<file path="src/design/eecr_defines.vh">
// Purpose: constants of the serial backup-RAM control-register unit
// Assumes: 100 MHz system clock
// Notes:   busy times have plain defaults; real values come from the part grade
`ifndef EECR_DEFINES_VH
`define EECR_DEFINES_VH

`define EECR_OPCODE          4'h3
`define EECR_ADDR_STATUS     8'h00
`define EECR_ADDR_TRIGGER    8'h55
`define EECR_CMD_STORE       8'h33
`define EECR_CMD_RECALL      8'hDD

`define EECR_BIT_MODIFIED    7
`define EECR_BP_HI           4
`define EECR_BP_LO           2
`define EECR_BIT_ASE         1
`define EECR_BIT_EVENT       0

`define EECR_RST_BP          3'h0
`define EECR_RST_ASE         1'h0
`define EECR_RST_EVENT       1'h0

`define EECR_CLK_NS          10
`define EECR_TWC_NS          1000000
`define EECR_STORE_NS        8000000
`define EECR_RECALL_NS       200000

`define EECR_ARRAY_WORDS     12'h800

`endif

</file>
<file path="src/design/eecr_regs.v">
// Purpose: control-register unit (status and store/recall trigger) on a two-wire bus
// Assumes: scl, sda, store pin and cap comparator are asynchronous pins
// Notes:   sram datapath lives outside; it reports writes and asks protection
//
// Summary of operation
// control unit selected only by control byte with opcode 0011.
// auto or pin store starting mid-transfer abandons the bus operation.
// two registers: status at 00h, write-only trigger at 55h.
// status: modified bit7, protect bits4-2, autostore bit1, event bit0.
// modified flag read-only, zero at reset, set by writes, cleared by store/recall.
// auto and pin stores need modified flag; software store always allowed.
// three-bit protect code selects upper 1/64 doubling to whole array.
// writes to protected addresses are refused by the sram datapath.
// autostore enable one stores on power-down if modified, else never.
// store pin high writes event flag after store; software may change it.
// store pin ignored while cap low or store/recall running.
// stop after status write starts write cycle; no response meanwhile.
// store triggered during status write waits; new autostore bit decides an autostore.
// code 33h starts store, no acknowledge meanwhile, clears modified flag.
// code DDh starts recall, no acknowledge meanwhile, clears modified flag.
// byte after control byte is register address, msb first, used once.
// unknown register address not acknowledged, bus ignored until start.
// host sends data byte after address, then a stop.
// any status value accepted; unknown command refused until next start.
// trigger write takes one data byte; a second is refused, operation aborted.
// status write may carry many bytes; last one before stop commits.
// host waits the busy time after the stop before next access.
// without backup cap the system should clear autostore enable.
// control read sends status, repeated while host acknowledges.
// busy durations are parameters; busy counter or low cap blocks the control-byte acknowledge.
`include "eecr_defines.vh"

module eecr_regs #(
  parameter integer TWC_CYC    = (`EECR_TWC_NS + `EECR_CLK_NS - 1) / `EECR_CLK_NS,
  parameter integer STORE_CYC  = (`EECR_STORE_NS + `EECR_CLK_NS - 1) / `EECR_CLK_NS,
  parameter integer RECALL_CYC = (`EECR_RECALL_NS + `EECR_CLK_NS - 1) / `EECR_CLK_NS
) (
  input  wire        clock_in,
  input  wire        rst_in,
  input  wire        ce_in,
  input  wire        scl_in,
  input  wire        sda_in,
  output wire        sda_out,
  output reg         sda_oe_out,
  input  wire        hw_store_pin_in,
  input  wire        cap_low_threshold_in,
  input  wire [1:0]  chip_sel_in,
  input  wire        sram_byte_written_in,
  input  wire [10:0] sram_addr_in,
  output wire        addr_protected_out,
  output wire [7:0]  config_flags_out,
  output wire        busy_out,
  output wire        store_active_out,
  output wire        recall_active_out
);
  localparam [2:0] ST_IDLE = 3'h0, ST_CTRL = 3'h1, ST_ADDR = 3'h2, ST_DATA = 3'h3;
  localparam [2:0] ST_ACK  = 3'h4, ST_READ = 3'h5, ST_RACK = 3'h6, ST_IGN  = 3'h7;
  localparam [2:0] K_NONE = 3'h0, K_SWR = 3'h1, K_STORE = 3'h2, K_RECALL = 3'h3;
  localparam [2:0] K_HSTORE = 3'h4, K_EVWR = 3'h5;

  wire scl_s;
  wire sda_s;
  wire hs_s;
  wire caplow_s;

  eecr_sync #(.INIT(1'b1)) u_scl (.clock_in(clock_in), .rst_in(rst_in), .ce_in(ce_in),
                                  .pin_in(scl_in), .level_out(scl_s));
  eecr_sync #(.INIT(1'b1)) u_sda (.clock_in(clock_in), .rst_in(rst_in), .ce_in(ce_in),
                                  .pin_in(sda_in), .level_out(sda_s));
  eecr_sync #(.INIT(1'b0)) u_hs  (.clock_in(clock_in), .rst_in(rst_in), .ce_in(ce_in),
                                  .pin_in(hw_store_pin_in), .level_out(hs_s));
  eecr_sync #(.INIT(1'b1)) u_cap (.clock_in(clock_in), .rst_in(rst_in), .ce_in(ce_in),
                                  .pin_in(cap_low_threshold_in), .level_out(caplow_s));

  reg        scl_q_r;
  reg        sda_q_r;
  reg        hs_q_r;
  reg        caplow_q_r;
  reg [2:0]  st_r;
  reg [2:0]  after_ack_r;
  reg [3:0]  cnt_r;
  reg [7:0]  sh_r;
  reg [7:0]  tx_r;
  reg        sel_trig_r;
  reg        got_data_r;
  reg        pend_stat_r;
  reg [7:0]  pend_val_r;
  reg [2:0]  pend_cmd_r;
  reg        array_modified_r;
  reg [2:0]  block_protect_r;
  reg        autostore_enable_r;
  reg        event_r;
  reg [2:0]  kind_r;
  reg [31:0] bcnt_r;
  reg        pend_hs_r;
  reg        pend_auto_r;
  reg        recalled_r;
  reg [2:0]  launch;

  // protected when code is nonzero and address lies in the top 2048>>(7-code) words
  function prot_hit;
    input [2:0]  code;
    input [10:0] addr;
    reg   [11:0] span;
    begin
      span = `EECR_ARRAY_WORDS >> (3'h7 - code);
      if (code == 3'h0) begin
        prot_hit = 1'b0;
      end else begin
        prot_hit = ({1'b0, addr} >= (`EECR_ARRAY_WORDS - span));
      end
    end
  endfunction

  function [31:0] busy_len;
    input [2:0] k;
    begin
      case (k)
        K_SWR, K_EVWR: busy_len = TWC_CYC;
        K_STORE, K_HSTORE: busy_len = STORE_CYC;
        K_RECALL: busy_len = RECALL_CYC;
        default: busy_len = 32'h0;
      endcase
    end
  endfunction

  wire [7:0] status_val = {array_modified_r, 2'b00, block_protect_r,
                           autostore_enable_r, event_r};
  wire scl_rise  = scl_s & ~scl_q_r;
  wire scl_fall  = ~scl_s & scl_q_r;
  wire bus_start = scl_s & scl_q_r & sda_q_r & ~sda_s;
  wire bus_stop  = scl_s & scl_q_r & ~sda_q_r & sda_s;
  wire hs_edge   = hs_s & ~hs_q_r;
  wire cap_fall  = caplow_s & ~caplow_q_r;
  wire sr_busy   = (kind_r == K_STORE) | (kind_r == K_RECALL) | (kind_r == K_HSTORE);
  wire stat_busy = (kind_r == K_SWR) | (kind_r == K_EVWR);
  wire done      = (kind_r != K_NONE) && (bcnt_r == 32'h1);
  wire hs_ok     = hs_edge & ~caplow_s & ~sr_busy;
  wire busy_any  = (kind_r != K_NONE) | caplow_s;
  wire stop_cmt  = bus_stop & (pend_stat_r | (pend_cmd_r != K_NONE));
  wire ctrl_hit  = (sh_r[7:4] == `EECR_OPCODE) && (sh_r[3:2] == chip_sel_in)
                   && ~sh_r[1];

  assign sda_out            = 1'b0;
  assign addr_protected_out = prot_hit(block_protect_r, sram_addr_in);
  assign config_flags_out   = status_val;
  assign busy_out           = busy_any;
  assign store_active_out   = (kind_r == K_STORE) | (kind_r == K_HSTORE);
  assign recall_active_out  = (kind_r == K_RECALL);

  // one launch per cycle; power and pin events outrank a bus commit
  always @* begin
    launch = K_NONE;
    if (done && kind_r == K_HSTORE) begin
      launch = K_EVWR;
    end else if (kind_r == K_NONE || done) begin
      if (kind_r == K_NONE && ~recalled_r && ~caplow_s) begin
        launch = K_RECALL;
      end else if ((cap_fall | (done & stat_busy & pend_auto_r))
                   & autostore_enable_r & array_modified_r) begin
        launch = K_STORE;
      end else if (hs_ok | (done & stat_busy & pend_hs_r)) begin
        launch = array_modified_r ? K_HSTORE : K_EVWR;
      end else if (stop_cmt && kind_r == K_NONE) begin
        launch = pend_stat_r ? K_SWR : pend_cmd_r;
      end
    end
  end

  always @(posedge clock_in) begin
    if (rst_in) begin
      scl_q_r            <= 1'b1;
      sda_q_r            <= 1'b1;
      hs_q_r             <= 1'b0;
      caplow_q_r         <= 1'b1;
      st_r               <= ST_IDLE;
      after_ack_r        <= ST_IDLE;
      cnt_r              <= 4'h0;
      sh_r               <= 8'h00;
      tx_r               <= 8'h00;
      sel_trig_r         <= 1'b0;
      got_data_r         <= 1'b0;
      pend_stat_r        <= 1'b0;
      pend_val_r         <= 8'h00;
      pend_cmd_r         <= K_NONE;
      sda_oe_out         <= 1'b0;
      array_modified_r   <= 1'b0;
      block_protect_r    <= `EECR_RST_BP;
      autostore_enable_r <= `EECR_RST_ASE;
      event_r            <= `EECR_RST_EVENT;
      kind_r             <= K_NONE;
      bcnt_r             <= 32'h0;
      pend_hs_r          <= 1'b0;
      pend_auto_r        <= 1'b0;
      recalled_r         <= 1'b0;
    end else if (ce_in) begin
      scl_q_r    <= scl_s;
      sda_q_r    <= sda_s;
      hs_q_r     <= hs_s;
      caplow_q_r <= caplow_s;

      // busy sequencer
      if (stat_busy && !done) begin
        if (hs_ok) begin
          pend_hs_r <= 1'b1;
        end
        if (cap_fall) begin
          pend_auto_r <= 1'b1;
        end
      end
      if (done) begin
        pend_hs_r   <= 1'b0;
        pend_auto_r <= 1'b0;
        if (kind_r == K_EVWR) begin
          event_r <= 1'b1;
        end
      end
      if (launch != K_NONE) begin
        kind_r <= launch;
        bcnt_r <= busy_len(launch);
        if (launch == K_RECALL) begin
          recalled_r <= 1'b1;
        end
        if (launch == K_SWR) begin
          block_protect_r    <= pend_val_r[`EECR_BP_HI:`EECR_BP_LO];
          autostore_enable_r <= pend_val_r[`EECR_BIT_ASE];
          event_r            <= pend_val_r[`EECR_BIT_EVENT];
        end
      end else if (done) begin
        kind_r <= K_NONE;
        bcnt_r <= 32'h0;
      end else if (kind_r != K_NONE) begin
        bcnt_r <= bcnt_r - 32'h1;
      end

      // sram writes set the flag; a same-cycle completion loses
      if (sram_byte_written_in) begin
        array_modified_r <= 1'b1;
      end else if (done && (kind_r == K_STORE || kind_r == K_RECALL
                            || kind_r == K_HSTORE)) begin
        array_modified_r <= 1'b0;
      end

      // bus engine
      if (launch == K_STORE || launch == K_HSTORE || launch == K_EVWR) begin
        st_r        <= ST_IGN;
        sda_oe_out  <= 1'b0;
        pend_stat_r <= 1'b0;
        pend_cmd_r  <= K_NONE;
      end else if (bus_start) begin
        st_r        <= ST_CTRL;
        cnt_r       <= 4'h0;
        sda_oe_out  <= 1'b0;
        pend_stat_r <= 1'b0;
        pend_cmd_r  <= K_NONE;
      end else if (bus_stop) begin
        st_r        <= ST_IDLE;
        sda_oe_out  <= 1'b0;
        pend_stat_r <= 1'b0;
        pend_cmd_r  <= K_NONE;
      end else begin
        case (st_r)
          ST_CTRL, ST_ADDR, ST_DATA: begin
            if (scl_rise) begin
              sh_r  <= {sh_r[6:0], sda_s};
              cnt_r <= cnt_r + 4'h1;
            end else if (scl_fall && cnt_r == 4'h8) begin
              cnt_r <= 4'h0;
              st_r  <= ST_IGN;
              if (st_r == ST_CTRL) begin
                if (ctrl_hit && !busy_any) begin
                  sda_oe_out  <= 1'b1;
                  st_r        <= ST_ACK;
                  after_ack_r <= sh_r[0] ? ST_READ : ST_ADDR;
                end
              end else if (st_r == ST_ADDR) begin
                got_data_r <= 1'b0;
                sel_trig_r <= (sh_r == `EECR_ADDR_TRIGGER);
                if (sh_r == `EECR_ADDR_STATUS || sh_r == `EECR_ADDR_TRIGGER) begin
                  sda_oe_out  <= 1'b1;
                  st_r        <= ST_ACK;
                  after_ack_r <= ST_DATA;
                end
              end else if (!sel_trig_r) begin
                pend_stat_r <= 1'b1;
                pend_val_r  <= sh_r;
                sda_oe_out  <= 1'b1;
                st_r        <= ST_ACK;
                after_ack_r <= ST_DATA;
              end else if (!got_data_r && (sh_r == `EECR_CMD_STORE
                                           || sh_r == `EECR_CMD_RECALL)) begin
                got_data_r  <= 1'b1;
                pend_cmd_r  <= (sh_r == `EECR_CMD_STORE) ? K_STORE : K_RECALL;
                sda_oe_out  <= 1'b1;
                st_r        <= ST_ACK;
                after_ack_r <= ST_DATA;
              end else begin
                pend_cmd_r <= K_NONE;
              end
            end
          end
          ST_ACK: begin
            if (scl_fall) begin
              if (after_ack_r == ST_READ) begin
                sda_oe_out <= ~status_val[7];
                tx_r       <= {status_val[6:0], 1'b0};
                cnt_r      <= 4'h1;
                st_r       <= ST_READ;
              end else begin
                sda_oe_out <= 1'b0;
                st_r       <= after_ack_r;
              end
            end
          end
          ST_READ: begin
            if (scl_fall) begin
              if (cnt_r == 4'h8) begin
                sda_oe_out <= 1'b0;
                st_r       <= ST_RACK;
              end else begin
                sda_oe_out <= ~tx_r[7];
                tx_r       <= {tx_r[6:0], 1'b0};
                cnt_r      <= cnt_r + 4'h1;
              end
            end
          end
          ST_RACK: begin
            if (scl_rise) begin
              st_r        <= sda_s ? ST_IGN : ST_ACK;
              after_ack_r <= ST_READ;
            end
          end
          default: begin
            sda_oe_out <= 1'b0;
          end
        endcase
      end
    end
  end
endmodule // eecr_regs

</file>
<file path="src/design/eecr_sync.v">
// Purpose: three-stage synchroniser for a pin from outside the clock domain
// Assumes: ce_in freezes all stages
// Notes:   output moves only when stages two and three agree
module eecr_sync #(
  parameter INIT = 1'b1
) (
  input  wire clock_in,
  input  wire rst_in,
  input  wire ce_in,
  input  wire pin_in,
  output reg  level_out
);
  reg s1_r;
  reg s2_r;
  reg s3_r;

  always @(posedge clock_in) begin
    if (rst_in) begin
      s1_r      <= INIT;
      s2_r      <= INIT;
      s3_r      <= INIT;
      level_out <= INIT;
    end else if (ce_in) begin
      s1_r <= pin_in;
      s2_r <= s1_r;
      s3_r <= s2_r;
      if (s2_r == s3_r) begin
        level_out <= s3_r;
      end
    end
  end
endmodule // eecr_sync

</file>
<file path="config.mk">
export PLATFORM = sky130hd
export DESIGN_NAME = eecr_regs
export DESIGN_NICKNAME = d
export VERILOG_FILES = /design/src/design/eecr_regs.v /design/src/design/eecr_sync.v
export VERILOG_INCLUDE_DIRS = /design/src /design/src/design
export SDC_FILE = /design/constraint.sdc
export NUM_CORES = 1
export LEC_CHECK = 0
export ABC_AREA = 1
export BUFFER_PORTS_ARGS = -buffer_cell sky130_fd_sc_hd__buf_2
export CAP_MARGIN = 40
export CORE_MARGIN = 1
export CORE_UTILIZATION = 30
export CTS_BUF_LIST = sky130_fd_sc_hd__clkbuf_2 sky130_fd_sc_hd__clkbuf_4 sky130_fd_sc_hd__clkbuf_8
export DETAILED_ROUTE_END_ITERATION = 8
export MAX_ROUTING_LAYER = met4
export SLEW_MARGIN = 20
export SYNTH_ARGS = -nofsm -noshare
export SYNTH_HDL_FRONTEND = slang
export SYNTH_SLANG_ARGS = --single-unit
</file>
<file path="constraint.sdc">
create_clock -name clock_in -period 2.5 [get_ports clock_in]
set_input_delay 0 -clock clock_in [delete_from_list [all_inputs] [get_ports clock_in]]
set_output_delay 0 -clock clock_in [all_outputs]
set_load 0.01 [all_outputs]
</file>
---- After elaboration in Yosys (flattened, before gate mapping) ----
Cells that the tools add are included.
operators by class
  multiplexer cells ....................... 108
  add/subtract/negate cells ............... 4
  multipliers ............................. 0
  magnitude comparators ................... 1
  reduce and logical (&&, ||, !) cells .... 68
  bitwise logic cells ..................... 44
  shifts and indexed selects .............. 1
  equal/unequal tests ..................... 58
  div/mod/pow operators ................... 0
operator list
  cell                     number
  $mux W3                  40
  $mux W32                 3
  $pmux W20 S3             1
  $mux W1                  41
  $reduce_and A9 Y1        4
  $ne A5 B5 Y1 const B     7
  $eq A32 B1 Y1 const B    1
  $mux W4                  8
  $mux W8                  4
  $sub A32 B1 Y32 const B  1
  $eq A3 B3 Y1 const B     8
  $ne A4 B4 Y1 const B     5
  $reduce_and A10 Y1       2
  $not A1 Y1               19
  $eq A3 B2 Y1 const B     6
  $reduce_bool A2 Y1       9
  $and A1 B1 Y1            17
  $ne A2 B2 Y1 const B     8
  $pmux W8 S2              1
  $reduce_bool A4 Y1       4
  $ne A3 B3 Y1 const B     5
  $reduce_and A2 Y1        7
  $reduce_and A7 Y1        2
  $ge A11 B12 Y1           1
  other kinds (35)         80
storage, ports and cells
  memory bits (writable) .................. 0
  latch bits .............................. 0
  memories ................................ 0
  memory bits (read-only) ................. 0
  input bits .............................. 21
  bits in registers ....................... 102
  logic and storage cells ................. 324

---- Longest topological paths before layout ----
  depth after elaboration ................. 16
  mapped depth ............................ 21

---- Modules after synthesis ----
From an unflattened synthesis, not the netlist that was laid out.
second synthesis, totals
  cells, all modules ...................... 875
  area total of the unflattened synthesis .. 5816.8 sq um
by module, submodules not included
  module                 cells an instance  times used  area an instance (sq um)
  eecr_regs              792                1           5215.0
  eecr_sync (u_cap ...)  21                 3           151.4
  eecr_sync (u_hs)       20                 1           147.6

---- Worst setup path after synthesis ----
Ideal clock, no wire load.
  path type ............................... flip-flop to flip-flop
  from .................................... reg bcnt_r[1]
  to ...................................... reg sh_r[1]
  setup time .............................. 0.113 ns
  required time ........................... 2.387 ns
  data arrival time ....................... 2.136 ns
  period minus slack after synthesis ...... 2.248 ns
  buffers on the path ..................... 1
  slack ................................... 0.252 ns
  stages on the path, launching flop included .. 21
  cells stage by stage .................... dfxtp_1 -> inv_1 -> ha_1 -> nand2_1 -> nor2_1 -> nand2_1 -> nor2_4 -> nand3_2 -> nand2_1 -> nand2_2 -> nand2_1 -> nor2_1 -> nor2_4 -> nand2_4 -> nand2_4 -> nand2_4 -> nor2_8 -> nand2_4 -> buf_6 -> nor2_1 -> nor2_1
on the way
  cells in the longest elaborated chain, start to end .. 16
  elaborated cells between the ends (all ways) .. 23
  classes of those cells .................. 4 x eq/ne; 5 x mux; 8 x bitwise; 6 x reduce/logical
RTL lines
  what                                                 line                              RTL
  start, declared                                      eecr_regs.v:94                    reg [31:0] bcnt_r;
  start signal, assigned                               eecr_regs.v:220                   bcnt_r <= busy_len(launch);
  start signal, assigned                               eecr_regs.v:233                   bcnt_r <= bcnt_r - 32'h1;
  $eq A32 B1 Y1 *                                      eecr_regs.v:137                   wire done = (kind_r != K_NONE) && (bcnt_r == 32'h1);
  $logic_and A1 B1 Y1 *                                eecr_regs.v:137
  $and A1 B1 Y1                                        eecr_regs.v:159, eecr_regs.v:162
  $and A1 B1 Y1                                        eecr_regs.v:159                   end else if ((cap_fall | (done & stat_busy & pend_auto_r))
  $or A1 B1 Y1                                         eecr_regs.v:159
  $and A1 B1 Y1 (2 in a row)                           eecr_regs.v:160                   & autostore_enable_r & array_modified_r) begin
  $mux W3                                              eecr_regs.v:159
  $mux W3                                              eecr_regs.v:157                   if (kind_r == K_NONE && ~recalled_r && ~caplow_s) begin
  $mux W3                                              eecr_regs.v:156                   end else if (kind_r == K_NONE || done) begin
  $mux W3 *                                            eecr_regs.v:154                   if (done && kind_r == K_HSTORE) begin
  $eq A3 B2 Y1 / $eq A3 B3 Y1 (equally long branches)  eecr_regs.v:245                   if (launch == K_STORE || launch == K_HSTORE || launch == K_EVWR) begin
  $logic_or A1 B1 Y1                                   eecr_regs.v:245
  $logic_or A1 B1 Y1 *                                 eecr_regs.v:245
  $not A1 Y1 (no source line) *                        --
  $reduce_and A6 Y1 (no source line) *                 --
  end signal, assigned                                 eecr_regs.v:265                   sh_r <= {sh_r[6:0], sda_s};
  end, declared                                        eecr_regs.v:82                    reg [7:0] sh_r;
Every way passes the cells marked *; elsewhere a longest branch is shown, timed or not.
A chain may end at the register's enable or synchronous reset.

---- Worst setup path in the final report ----
  from .................................... reg bcnt_r[19]
  to ...................................... reg bcnt_r[0]
on the way
  cells in the longest elaborated chain, start to end .. 14
  elaborated cells between the ends (all ways) .. 21
  classes of those cells .................. 1 x eq/ne; 7 x mux; 7 x bitwise; 6 x reduce/logical
RTL lines
  what                                 line                              RTL
  $eq A32 B1 Y1 *                      eecr_regs.v:137
  $logic_and A1 B1 Y1 *                eecr_regs.v:137
  $and A1 B1 Y1                        eecr_regs.v:159, eecr_regs.v:162
  $and A1 B1 Y1                        eecr_regs.v:159
  $or A1 B1 Y1                         eecr_regs.v:159
  $and A1 B1 Y1 (2 in a row)           eecr_regs.v:160
  $mux W3                              eecr_regs.v:159
  $mux W3                              eecr_regs.v:157
  $mux W3                              eecr_regs.v:156
  $mux W3                              eecr_regs.v:154
  $reduce_bool A3 Y1                   eecr_regs.v:218                   if (launch != K_NONE) begin
  $reduce_bool A3 Y1 (no source line)  --
  $reduce_and A2 Y1 (no source line)   --
Marked as above.

==> flow_metrics.env <==
export IMPL_status="finished, final reports clean"
export IMPL_synthFlopType="dfxtp_1"
export IMPL_wl_per_cell_microns=12.6
export IMPL_synth_compound_area_share_pct=12.8
export IMPL_r2r_end="bcnt_r[0]$_SDFFE_PP0P_"
export IMPL_synth_top_family_by_area="simple AND/OR/NAND/NOR gates"
export IMPL_overflow=0
export IMPL_synthAdderAreaFrac_pct=2.32
export IMPL_synthXorXnorAreaFrac_pct=4.86
export IMPL_syn_inst=905
export IMPL_drt_iter0_markers=344
export IMPL_gp_congestion=0.932
export IMPL_rsz0062_at_grt="yes"
export IMPL_drive_above_1_share_pct=23.2
export IMPL_antenna_left=0
export IMPL_fillers=2058
export IMPL_power_density_nw_per_um2=670
export IMPL_whs_endpoint="array_modified_r$_SDFFE_PP0P_"
export IMPL_fin_crit_ns=2.44
export IMPL_slew_violations=0
export IMPL_synth_simple_area_share_pct=37.7
export IMPL_leakagePower_nw=3.53
export IMPL_grt_pass1_vias=5537
export IMPL_path_cells="nor2_4 -> nand2_2 -> nor2_4 -> nand2_4 -> nor2_4 -> nand3_2 -> nand2_2 -> nand2_4 -> nand2_1 -> nor2_2 -> nor2_4 -> nand2_4 -> nor2_4 -> a21oi_4 -> buf_4 -> buf_12 -> o21ai_1 -> nor2_1"
export IMPL_cpLargestDelayFamily="simple AND/OR/NAND/NOR gates"
export IMPL_antenna_found_initial=0
export IMPL_clk_latency_ns=0.39
export IMPL_synthesis_area_sq_um=5940
export IMPL_final_common_cell="nand2_1"
export IMPL_synth_area_per_cell_sq_um=6.57
export IMPL_whs_path_depth=4
export IMPL_diodes=0
export IMPL_r2r_cells=18
export IMPL_worst_r2r_setup_slack_ns=0.06
export IMPL_ys_seq_area_share_pct=33.7
export IMPL_crit_top_cell="nor2_4"
export IMPL_area_growth_pct=28.4
export IMPL_synth_edf_count=0
export IMPL_start_util_pct=30.5
export IMPL_critPathMaxFanout=12
export IMPL_drc=0
export IMPL_power_total_mw=5.11
export IMPL_cts_tree="built"
export IMPL_cap_violations=0
export IMPL_crit_required_ns=2.78
export IMPL_async_flop_share_pct=0
export IMPL_cts_buffers=9
export IMPL_dr_pass1_iters=4
export IMPL_path_buf_inv=2
export IMPL_drt_wl_total_mm=16.3
export IMPL_clkSlewWorstSetupHoldPaths_ns=0.11
export IMPL_max_freq_mhz=411
export IMPL_cts_root_buffer="clkbuf_8"
export IMPL_die_area_sq_um=20400
export IMPL_nets=1052
export IMPL_dieWidth_microns=143
export IMPL_vias=6103
export IMPL_place_detailed_hpwl_mm=11.3
export IMPL_yosys_warnings=0
export IMPL_ys_ff_latch=100
export IMPL_crit_type="reg -> reg"
export IMPL_die_y_microns=143
export IMPL_ir_drop_mv=0.357
export IMPL_slowest_stage="dfxtp_2"
export IMPL_hold_path_class="in -> reg"
export IMPL_hold_ws_ns=0.147
export IMPL_setup_worst_path_start_class="flop"
export IMPL_fp_coreArea_sq_um=19500
export IMPL_tightestPinTransition_ns=0.822
export IMPL_worstPathArrival_ns=2.71
export IMPL_synth_area_mux_share_pct=0
export IMPL_hold_viol=0
export IMPL_cts_buffer_depth=2
export IMPL_drt_vias_per_instance=4.73
export IMPL_max_slew_margin_pct=45.0
export IMPL_row_count=51
export IMPL_period_share_pct=97.4
export IMPL_htreeDepth=3
export IMPL_yosysUniqueCellTypes=45
export IMPL_min_delay_start="ce_in"
export IMPL_pin_count=35
export IMPL_r2r_start="bcnt_r[19]$_SDFFE_PP0P_"
export IMPL_numPortBuffers=27
export IMPL_final_cell_mix="nand2_1 (192), nor2_1 (146), buf_4 (94)"
export IMPL_clock_skew_final_ns=0.0183
export IMPL_cts_sinks=100
export IMPL_grt_use_total_pct=16.7
export IMPL_grt_max_degree=59
export IMPL_cp_slowest_stage_delay_ns=0.34
export IMPL_setup_viol=0
export IMPL_cp_end_kind="flop"
export IMPL_grt_pass1_wl_mm=26.5
[synth_stat cells (2+ instances only)]
cell type	count	area, sq um
a221oi_1	2	17.5
o21a_1	7	52.6
nor2_1	160	601
nor3_1	35	175
clkbuf_1	18	67.6
nand4_1	21	131
nand2_2	5	31.3
nor3_2	2	20.0
nor2_2	6	37.5
buf_6	3	33.8
o21ai_1	5	25.0
buf_4	7	52.6
dfxtp_1	100	2000
nand3b_1	2	15.0
o21ai_0	45	225
inv_1	84	315
o31ai_1	2	15.0
ha_1	11	138
nand3_2	3	30.0
nor4_1	8	50.1
xnor2_1	15	131
nor2_4	5	56.3
a21oi_2	2	17.5
nand2_4	4	45.0
nand2_1	207	777
nand3_1	43	215
buf_2	6	30.0
a211oi_1	5	37.5
a21oi_1	53	265
o211ai_1	5	37.5
xor2_1	18	158
a31oi_1	3	18.8
[final cells by class]
type                       instances  area, sq um  area share [%]
clock buffer                      11          145            1.90
multi-input combinational        687         3700            48.5
timing repair buffer             136         1060            13.9
sequential                       100         2030            26.5
clock inverter                     5         45.0           0.590
tap                              265          332            4.34
inverter                          86          323            4.23
[kinds of logic (layout without fill, tap and decap cells)]
family / after synthesis / after routing
other: 1 / 3
buffers and inverters: 121 / 238
AND/OR/NAND/NOR: 505 / 506
flip-flops: 100 / 100
AO/OA/AOI/OAI: 134 / 134
adder cells (fa/ha/maj): 11 / 11
XOR/XNOR: 33 / 33
[worst max path at each step]
| stage | start | endpoint | slack (ns) | depth (start not counted) |
|---|---|---|---|---|
| 3_3_place_gp | bcnt_r[1]$_SDFFE_PP0P_ | bcnt_r[9]$_SDFFE_PP0P_ | -0.04 | 19 |
| 6_report | bcnt_r[19]$_SDFFE_PP0P_ | bcnt_r[0]$_SDFFE_PP0P_ | 0.06 | 18 |
| 2_1_floorplan | bcnt_r[1]$_SDFFE_PP0P_ | sh_r[1]$_SDFFE_PP0P_ | 0.25 | 20 |
| 5_1_grt | block_protect_r[1]$_SDFFE_PP0P_ | addr_protected_out | -0.08 | 12 |
| 3_5_place_dp | bcnt_r[18]$_SDFFE_PP0P_ | tx_r[7]$_SDFFE_PP0P_ | -0.03 | 16 |
| 4_1_cts | block_protect_r[2]$_SDFFE_PP0P_ | addr_protected_out | -0.0008 | 12 |
[registers in the layout (all words and copies together) (netlist names), 2 cells and up]
register and cells:
bcnt_r 32, sh_r 8, tx_r 7, pend_val_r 5
cnt_r 4, after_ack_r 3, block_protect_r 3, kind_r 3
st_r 3, pend_cmd_r 2
[tightest hold or removal path: cells and delay by family]
kind | cells | cell delay, ns
and+or+nand+nor | 1 | 0.10
buffers and inverters | 2 | 0.35
AOI/OAI and AO/OA | 1 | 0.06
[per-stage QoR]
stage | setup slack [ns] | area [sq um] | utilization (%) | std cells | setup TNS (ns)
final | 0.0649 | 7630 | 39.2 | 1290 | 0
after global routing | -0.0750 | 7630 | 39.2 | 1290 | -1.79
after CTS | -0.000801 | 7140 | 36.7 | 1265 | -0.000801
after detailed placement | -0.0253 | 6870 | 35.3 | 1243 | -0.0986
after global placement | -0.0394 | 6870 | 35.3 | 1243 | -0.0394
after floorplan | 0.252 | 5950 | - | 907 | 0
[routing by layer]
metal | track usage (%) | share of wire, % | wire, microns
met2 | 25.7 | 45 | 7280
met5 | - | 0 | 0
met4 | 5.43 | 1.7 | 281
met3 | 2.38 | 4.0 | 647
met1 | 22.3 | 50 | 8100
[report_power, final]
part / leakage (nW) / internal, mW / switching, mW
Sequential: 0.820 / 1.72 / 0.111
Combinational: 2.61 / 0.927 / 1.31
Clock: 0.0955 / 0.415 / 0.621
Total: 3.53 / 3.07 / 2.04
[repair_timing]
| item | 4_1_cts | 5_1_grt |
|---|---|---|
| pin swaps | 1 | 28 |
| endpoints found under the setup margin | 12 | 76 |
| gates cloned | 0 | 2 |
| hold buffers | 5 | 0 |
| resized for setup | 10 | 88 |
| buffers inserted | 1 | 23 |
| hold endpoints to repair | 5 | 0 |
Note: power is estimated with default switching activity, not from simulation.
